$ cat config.mk
export PLATFORM = sky130hd
export DESIGN_NAME = card_cycle_timing
export DESIGN_NICKNAME = d
export VERILOG_FILES = /design/src/rtl/card_cycle_timing.v /design/src/rtl/phase_length_calc.v
export VERILOG_INCLUDE_DIRS = /design/src /design/src/rtl
export SDC_FILE = /design/constraint.sdc
export NUM_CORES = 1
export LEC_CHECK = 0
export ABC_AREA = 1
export BUFFER_PORTS_ARGS = -buffer_cell sky130_fd_sc_hd__buf_2
export CORE_MARGIN = 2
export CORE_UTILIZATION = 40
export CTS_BUF_LIST = sky130_fd_sc_hd__clkbuf_4 sky130_fd_sc_hd__clkbuf_8
export CTS_CLUSTER_SIZE = 10
export DETAILED_ROUTE_END_ITERATION = 10
export SLEW_MARGIN = 10
export SYNTH_ARGS = -nofsm -noshare
export SYNTH_HDL_FRONTEND = slang
export SYNTH_HIERARCHICAL = 1
export SYNTH_SLANG_ARGS = --single-unit
$ cat constraint.sdc
create_clock -name i_core_clk -period 7.1 [get_ports i_core_clk]
set_clock_uncertainty 0.05 [all_clocks]
set_input_delay 0.71 -clock i_core_clk [delete_from_list [all_inputs] [get_ports i_core_clk]]
set_output_delay 0.71 -clock i_core_clk [all_outputs]
set_load 0.02 [all_outputs]
$ cat src/rtl/card_timing_defs.vh
// Constants for the PC Card cycle timing generator
`ifndef CARD_TIMING_DEFS_VH
`define CARD_TIMING_DEFS_VH

// Register offsets (printed offsets are indexes; byte address = index * 4)
`define IDX_SETUP0 6'h3A
`define IDX_ACTIVE0 6'h3B
`define IDX_RECOV0 6'h3C
`define IDX_SETUP1 6'h3D
`define IDX_ACTIVE1 6'h3E
`define IDX_RECOV1 6'h3F
`define IDX_CTRL 6'h38
`define IDX_STATUS 6'h39

// Reset values
`define RST_SETUP 8'h01
`define RST_ACTIVE0 8'h06
`define RST_ACTIVE1 8'h0F
`define RST_RECOV 8'h03

// Field layout
`define PRES_HI 7
`define PRES_LO 6
`define MULT_HI 5
`define MULT_LO 0

// Prescale weights
`define WEIGHT_00 14'h0001
`define WEIGHT_01 14'h0010
`define WEIGHT_10 14'h0100
`define WEIGHT_11 14'h2000

// Command kinds
`define CMD_MEM_RD 2'h0
`define CMD_MEM_WR 2'h1
`define CMD_IO_RD 2'h2
`define CMD_IO_WR 2'h3

// Window control bits that pick timing set 1
`define WIN_SEL_LO 3
`define WIN_SEL_HI 7

`endif

$ cat src/rtl/card_cycle_timing.v
// PC Card cycle timing generator with Avalon-MM register slave
//
// Our own choice: the Avalon-MM register port.
`timescale 1ns/1ps
module card_cycle_timing #(
  parameter CNT_W = 20
) (
  input wire i_core_clk,
  input wire i_reset,
  input wire [7:0] i_avs_address,
  input wire i_avs_read,
  input wire i_avs_write,
  input wire [31:0] i_avs_writedata,
  input wire [3:0] i_avs_byteenable,
  output reg [31:0] o_avs_readdata,
  output reg o_avs_waitrequest,
  input wire i_cycle_req,
  input wire [1:0] i_cycle_kind,
  input wire [7:0] i_window_ctrl,
  output reg o_cycle_ack,
  output reg o_busy,
  output reg o_oe_n,
  output reg o_we_n,
  output reg o_iord_n,
  output reg o_iowr_n
);
`include "card_timing_defs.vh"

  // ----------------------------------------
  // States
  // ----------------------------------------
  localparam ST_IDLE = 2'h0;
  localparam ST_SETUP = 2'h1;
  localparam ST_ACTIVE = 2'h2;
  localparam ST_RECOV = 2'h3;
  localparam [CNT_W-1:0] CNT_ONE = {{(CNT_W-1){1'b0}}, 1'b1};

  // ----------------------------------------
  // Registers
  // ----------------------------------------
  reg [7:0] setup_length_set0_reg;
  reg [7:0] active_length_set0_reg;
  reg [7:0] recovery_length_set0_reg;
  reg [7:0] setup_length_set1_reg;
  reg [7:0] active_length_set1_reg;
  reg [7:0] recovery_length_set1_reg;
  reg force_set1_reg;
  reg ack_pending_reg;
  reg [1:0] state_reg;
  reg [1:0] state_next;
  reg [CNT_W-1:0] count_reg;
  reg [CNT_W-1:0] count_next;
  reg set_sel_reg;
  reg [1:0] kind_reg;

  wire [5:0] reg_index;
  wire bus_req;
  wire [7:0] setup_sel;
  wire [7:0] active_sel;
  wire [7:0] recov_sel;
  wire [CNT_W-1:0] setup_len;
  wire [CNT_W-1:0] active_len;
  wire [CNT_W-1:0] recov_len;
  wire start_set;
  wire use_set1;

  assign reg_index = i_avs_address[7:2];
  assign bus_req = i_avs_read | i_avs_write;

  // ----------------------------------------
  // Avalon-MM slave: one wait cycle, then answer
  // ----------------------------------------
  always @(posedge i_core_clk) begin
    if (i_reset) begin
      ack_pending_reg <= 1'b0;
      o_avs_waitrequest <= 1'b1;
    end else begin
      // Answer lands one cycle after request seen
      ack_pending_reg <= bus_req & o_avs_waitrequest & ~ack_pending_reg;
      o_avs_waitrequest <= ~(bus_req & o_avs_waitrequest & ~ack_pending_reg);
    end
  end

  wire bus_take = bus_req & ~o_avs_waitrequest;
  wire wr_lo = bus_take & i_avs_write & i_avs_byteenable[0];

  always @(posedge i_core_clk) begin
    if (i_reset) begin
      setup_length_set0_reg <= `RST_SETUP;
      active_length_set0_reg <= `RST_ACTIVE0;
      recovery_length_set0_reg <= `RST_RECOV;
      setup_length_set1_reg <= `RST_SETUP;
      active_length_set1_reg <= `RST_ACTIVE1;
      recovery_length_set1_reg <= `RST_RECOV;
      force_set1_reg <= 1'b0;
    end else if (wr_lo) begin
      // Writes act at once, even mid-cycle; keep the socket idle when changing
      case (reg_index)
        `IDX_SETUP0: setup_length_set0_reg <= i_avs_writedata[7:0];
        `IDX_ACTIVE0: active_length_set0_reg <= i_avs_writedata[7:0];
        `IDX_RECOV0: recovery_length_set0_reg <= i_avs_writedata[7:0];
        `IDX_SETUP1: setup_length_set1_reg <= i_avs_writedata[7:0];
        `IDX_ACTIVE1: active_length_set1_reg <= i_avs_writedata[7:0];
        `IDX_RECOV1: recovery_length_set1_reg <= i_avs_writedata[7:0];
        `IDX_CTRL: force_set1_reg <= i_avs_writedata[0];
        default: force_set1_reg <= force_set1_reg;
      endcase
    end
  end

  always @(posedge i_core_clk) begin
    if (i_reset) begin
      o_avs_readdata <= 32'h00000000;
    end else if (bus_req & o_avs_waitrequest & ~ack_pending_reg & i_avs_read) begin
      case (reg_index)
        `IDX_SETUP0: o_avs_readdata <= {24'h000000, setup_length_set0_reg};
        `IDX_ACTIVE0: o_avs_readdata <= {24'h000000, active_length_set0_reg};
        `IDX_RECOV0: o_avs_readdata <= {24'h000000, recovery_length_set0_reg};
        `IDX_SETUP1: o_avs_readdata <= {24'h000000, setup_length_set1_reg};
        `IDX_ACTIVE1: o_avs_readdata <= {24'h000000, active_length_set1_reg};
        `IDX_RECOV1: o_avs_readdata <= {24'h000000, recovery_length_set1_reg};
        `IDX_CTRL: o_avs_readdata <= {31'h0, force_set1_reg};
        `IDX_STATUS: o_avs_readdata <= {28'h0000000, set_sel_reg, state_reg, o_busy};
        default: o_avs_readdata <= 32'h00000000;
      endcase
    end
  end

  // ----------------------------------------
  // Timing set selection
  // ----------------------------------------
  assign start_set = i_window_ctrl[`WIN_SEL_LO] | i_window_ctrl[`WIN_SEL_HI] |
                     force_set1_reg;

  // Idle lengths track the set a new request would pick, so setup needs no lead cycle
  assign use_set1 = (state_reg == ST_IDLE) ? start_set : set_sel_reg;
  assign setup_sel = use_set1 ? setup_length_set1_reg : setup_length_set0_reg;
  assign active_sel = use_set1 ? active_length_set1_reg : active_length_set0_reg;
  assign recov_sel = use_set1 ? recovery_length_set1_reg : recovery_length_set0_reg;

  // ----------------------------------------
  // Phase lengths
  // ----------------------------------------
  // Lengths are registered, so they lag a write by one cycle
  phase_length_calc #(.CNT_W(CNT_W)) u_setup_len (
    .i_core_clk(i_core_clk),
    .i_reset(i_reset),
    .i_timing(setup_sel),
    .o_length(setup_len)
  );

  phase_length_calc #(.CNT_W(CNT_W)) u_active_len (
    .i_core_clk(i_core_clk),
    .i_reset(i_reset),
    .i_timing(active_sel),
    .o_length(active_len)
  );

  phase_length_calc #(.CNT_W(CNT_W)) u_recov_len (
    .i_core_clk(i_core_clk),
    .i_reset(i_reset),
    .i_timing(recov_sel),
    .o_length(recov_len)
  );

  // ----------------------------------------
  // Cycle sequencer
  // ----------------------------------------
  // count_reg counts core clocks already spent in the phase
  always @* begin
    state_next = state_reg;
    count_next = count_reg + CNT_ONE;
    case (state_reg)
      ST_IDLE: begin
        count_next = {CNT_W{1'b0}};
        if (i_cycle_req) begin
          state_next = ST_SETUP;
        end
      end
      ST_SETUP: begin
        if (count_reg + CNT_ONE >= setup_len) begin
          state_next = ST_ACTIVE;
          count_next = {CNT_W{1'b0}};
        end
      end
      ST_ACTIVE: begin
        if (count_reg + CNT_ONE >= active_len) begin
          state_next = ST_RECOV;
          count_next = {CNT_W{1'b0}};
        end
      end
      ST_RECOV: begin
        if (count_reg + CNT_ONE >= recov_len) begin
          state_next = ST_IDLE;
          count_next = {CNT_W{1'b0}};
        end
      end
      default: begin
        state_next = ST_IDLE;
        count_next = {CNT_W{1'b0}};
      end
    endcase
  end

  always @(posedge i_core_clk) begin
    if (i_reset) begin
      state_reg <= ST_IDLE;
      count_reg <= {CNT_W{1'b0}};
      set_sel_reg <= 1'b0;
      kind_reg <= `CMD_MEM_RD;
    end else begin
      state_reg <= state_next;
      count_reg <= count_next;
      if (state_reg == ST_IDLE && i_cycle_req) begin
        set_sel_reg <= start_set;
        kind_reg <= i_cycle_kind;
      end
    end
  end

  // ----------------------------------------
  // Strobes and handshake outputs
  // ----------------------------------------
  always @(posedge i_core_clk) begin
    if (i_reset) begin
      o_oe_n <= 1'b1;
      o_we_n <= 1'b1;
      o_iord_n <= 1'b1;
      o_iowr_n <= 1'b1;
      o_busy <= 1'b0;
      o_cycle_ack <= 1'b0;
    end else begin
      o_oe_n <= ~((state_next == ST_ACTIVE) && (kind_reg == `CMD_MEM_RD));
      o_we_n <= ~((state_next == ST_ACTIVE) && (kind_reg == `CMD_MEM_WR));
      o_iord_n <= ~((state_next == ST_ACTIVE) && (kind_reg == `CMD_IO_RD));
      o_iowr_n <= ~((state_next == ST_ACTIVE) && (kind_reg == `CMD_IO_WR));
      o_busy <= (state_next != ST_IDLE);
      o_cycle_ack <= (state_reg == ST_IDLE) && i_cycle_req;
    end
  end
endmodule // card_cycle_timing

$ cat src/rtl/phase_length_calc.v
// Phase length calculator: prescale weight times multiplier plus one
`timescale 1ns/1ps
module phase_length_calc #(
  parameter CNT_W = 20
) (
  input wire i_core_clk,
  input wire i_reset,
  input wire [7:0] i_timing,
  output reg [CNT_W-1:0] o_length
);
`include "card_timing_defs.vh"

  reg [13:0] prescale_weight;
  wire [5:0] multiplier_count;
  wire [CNT_W-1:0] product;

  assign multiplier_count = i_timing[`MULT_HI:`MULT_LO];

  always @* begin
    case (i_timing[`PRES_HI:`PRES_LO])
      2'h0: prescale_weight = `WEIGHT_00;
      2'h1: prescale_weight = `WEIGHT_01;
      2'h2: prescale_weight = `WEIGHT_10;
      default: prescale_weight = `WEIGHT_11;
    endcase
  end

  // 8192*63+1 fits in 20 bits
  assign product = {{(CNT_W-14){1'b0}}, prescale_weight} *
                   {{(CNT_W-6){1'b0}}, multiplier_count};

  always @(posedge i_core_clk) begin
    if (i_reset) begin
      o_length <= {CNT_W{1'b0}};
    end else begin
      o_length <= product + {{(CNT_W-1){1'b0}}, 1'b1};
    end
  end
endmodule // phase_length_calc

==> metrics.md <==
| Metric | Value |
|---|---|
| Layout cells sized above 1 | `0.0894` |
| Tightest Hold Check Type | `reg2reg` |
| Total DRC errors in the routed layout | `0` |
| Slew @ Worst Pin | `between 1000 and 1500 ps` |
| Average routed wire per standard cell | `around 13 um` |
| Maxcap violations | `0` |
| Clock period minus final worst setup slack | `between 4000 and 5000 ps` |
| GRT overflow | `0` |
| Area growth syn-to-layout | `8.20%` |
| Maximum vdd drop | `0.147 mV` |
| Global-route wire length before repair | `40700 um` |
| Number of library cell types mapped by synthesis | `42` |
| Starting density of the core | `0.406` |
| Unrepaired setup endpoints after global routing | `no` |
| Number of buffer cells added on primary ports | `38` |
| Power density normalized to cell area | `230 mW/mm2` |
| Initial DRT Pass Iterations | `7` |
| Number of flip-flops and latches in the synthesized netlist | `150` |
| Initial antenna violation count | `0` |
| Number of enable-type register cells in the synthesized netlist | `0` |
| TritonCTS sink count | `150` |
| Area share of the largest cell type after synthesis | `0.295` |
| Leak pwr | `approximately 0.0055 uW` |
| Clock-pin slew reported for the worst setup and hold paths after clock tree synthesis | `110 ps` |
| Number of warning messages in the yosys log | `6` |
| GRT Util Overall | `0.195` |
| Crit path largest cell delay | `around 670 ps` |
| Async set or reset register ratio after synthesis | `0` |
| Pin count of the biggest net entering global routing | `50` |
| Final Instance Count excl. Fillers | `between 1.5k and 2k` |
| Min Hold Slack | `approximately 420 ps` |
| Part of the cycle the worst path needs | `0.613` |
| Most common flop cell mapped by yosys | `dfxtp_1` |
| Die Ht | `163 um` |
| Cells along the critical path | `nor2_1 > nand2_1 > o21ai_2 > buf_4 > nor2_1 > a21oi_1 > inv_1 > nand2_1 > nor2_1 > ha_1 > ha_1 > ha_1 > nand2_1 > inv_1 > nand2_1 > nor3_1 > nand2_1 > a21oi_1 > nor2_1` |
| Detailed Route Iter0 Violations | `472` |
| CP startpoint kind | `register` |
| Library cell with the largest summed area after synthesis | `dfxtp_1` |
| Final-report setup violation count | `0` |
| Cell with the most instances after synthesis | `nand2_1` |
| Clock insertion delay at the later pin of the skew report | `480 ps` |
| GP Congestion | `0.853` |
| Hold-critical path depth | `2` |
| Synthesized instance count | `around 1.5k` |
| I/O pin count | `98` |
| Area of the die | `approximately 0.027 mm2` |
| Highest clock frequency the design can meet | `approximately 0.23 GHz` |
| Total chip power | `2530 uW` |
| Crit path buffers/inverters | `3` |
| Final ANT Viol Nets | `0` |
| Cell family with most CP delay | `simple AND/OR/NAND/NOR gates` |
| Total wire length after detailed routing | `25100 um` |
| Top area cells in the synthesized netlist | `dfxtp_1 (30%), ha_1 (14%), nand2_1 (11%)` |
| Cell at the root of the clock tree | `clkbuf_8` |
| Cts hold-fix bufs | `0` |
| Slowest library cell on the worst path | `a21oi_1` |
| Stages on the worst setup path | `19` |
| Count of instances resized after the clock tree is built | `0` |
| Clock tree from TritonCTS | `yes` |
| Average footprint of a synthesized cell | `around 6.7 um2` |
| Fraction of the yosys area taken by sequential cells | `0.295` |
| Final nets | `1716` |
| Final Max Tran Viols | `0` |
| Status | `finished clean` |
| Placed Cells incl. Taps | `~1.9k` |
| Number of post-CTS setup repair buffers | `0` |
| Top fanout value on the critical path | `48` |
| Type of destination of the critical path | `register` |
| Standard cell core area | `0.0250 mm2` |
| Hold violation count in the final report | `0` |
| Classification of the worst setup path | `reg2reg` |
| Worst R2R Path Depth | `19` |
| Most common cell on crit path | `nand2_1` |
| Detail-routed via count per cell | `between 4 and 5` |
| CTS Buffer Depth | `2` |
| Number of placement rows | `between 50 and 60` |
| Number of global-route vias before repair | `8259` |
| Via count | `8971` |
| Worst EP required | `7410 ps` |
| Number of buffers created by CTS | `17` |
| Diode insertion count for antenna repair | `0` |
| X dimension of the die | `between 150 and 200 um` |
| Setup TNS | `0 ps` |
| Worst-case headroom to the max-slew limit | `0.309` |
| Most used standard cells in the synthesized netlist | `nand2_1 (294), inv_1 (278), nor2_1 (201), dfxtp_1 (150), a21oi_1 (116)` |
| Estimated wirelength of the detail-placed design | `approximately 20000 um` |
| H-tree depth | `4` |
| Worst EP arrival | `4660 ps` |
| Netlist area before placement | `between 0.01 and 0.015 mm2` |
[per-stage QoR]
step           area, um2   util  setup slack (ps)
2_1_floorplan      10200      -              3290
3_3_place_gp       10600  0.422              2870
3_5_place_dp       10600  0.422              2810
4_1_cts            11000  0.439              2800
5_1_grt            11000  0.439              2410
6_report           11000  0.439              2750
[where the power goes]
group | internal (uW) | switching [uW] | total [uW]
clock network | 339 | 380 | 719
logic | 258 | 627 | 885
registers | 900 | 27.6 | 927
total | 1500 | 1030 | 2530
[layout make-up]
type,count,area [um2]
Clock buffer,18,248
Clock inverter,14,179
Fill cell,2662,14000
Inverter,282,1060
Multi-Input combinational cell,1049,5870
Sequential cell,150,3000
Tap cell,330,413
Timing Repair Buffer,42,220
[cell families (layout without fill, tap and decap cells)]
family / count (synthesis) / in the layout / share of synthesized area
AO/OA/AOI/OAI: 242 / 242 / 0.130
XOR/XNOR: 21 / 21 / 0.0181
adder cells (fa/ha/maj): 115 / 115 / 0.142
buffers and inverters: 332 / 356 / 0.135
flip-flops: 150 / 150 / 0.295
other: 1 / 24 / 0.000369
AND/OR/NAND/NOR: 647 / 647 / 0.279
[metal layers]
| metal | share of wire | GRT usage | routed length (um) | vias to the layer above |
|---|---|---|---|---|
| met5 | 0 | 0 | 0 | - |
| met4 | 0.016 | 0.0559 | 408 | 0 |
| met3 | 0.033 | 0.0312 | 841 | 26 |
| met2 | 0.47 | 0.331 | 11800 | 145 |
| met1 | 0.48 | 0.254 | 12100 | 4010 |
| li1 | - | - | - | 4790 |
[tightest hold or removal path, stage by stage, from the launching register on]
cell and delay, ps:
dfxtp_1 320, nand2_1 60, a21oi_1 50
[cell usage in the layout, fill, tap and decap left out, drive strengths merged]
cell	synthesis	routed
inv	282	291
o211ai	5	5
nor3	17	17
clkinvlp	0	1
nand4	15	15
bufinv	0	2
o22ai	18	18
a31oi	4	4
nor3b	1	1
conb	1	24
ha	115	115
a21oi	118	118
nor2	223	223
xnor2	9	9
a21o	2	2
clkinv	0	2
nor4	1	1
buf	35	42
or2	3	3
nand2	306	306
xor2	12	12
o21bai	7	7
and2	1	1
o21ai	88	88
clkbuf	15	18
nand3b	1	1
nand3	79	79
dfxtp	150	150
[final timing paths]
check,start,endpoint,slack [ps]
worst max register to register,state_reg[0],u_setup_len/o_length[15],2750
worst max-delay path,state_reg[0],u_setup_len/o_length[15],2750
worst min-delay path,o_avs_readdata[7],o_avs_readdata[7],420
worst min register to register,o_avs_readdata[7],o_avs_readdata[7],420
Power figures use the tool's default switching activity.
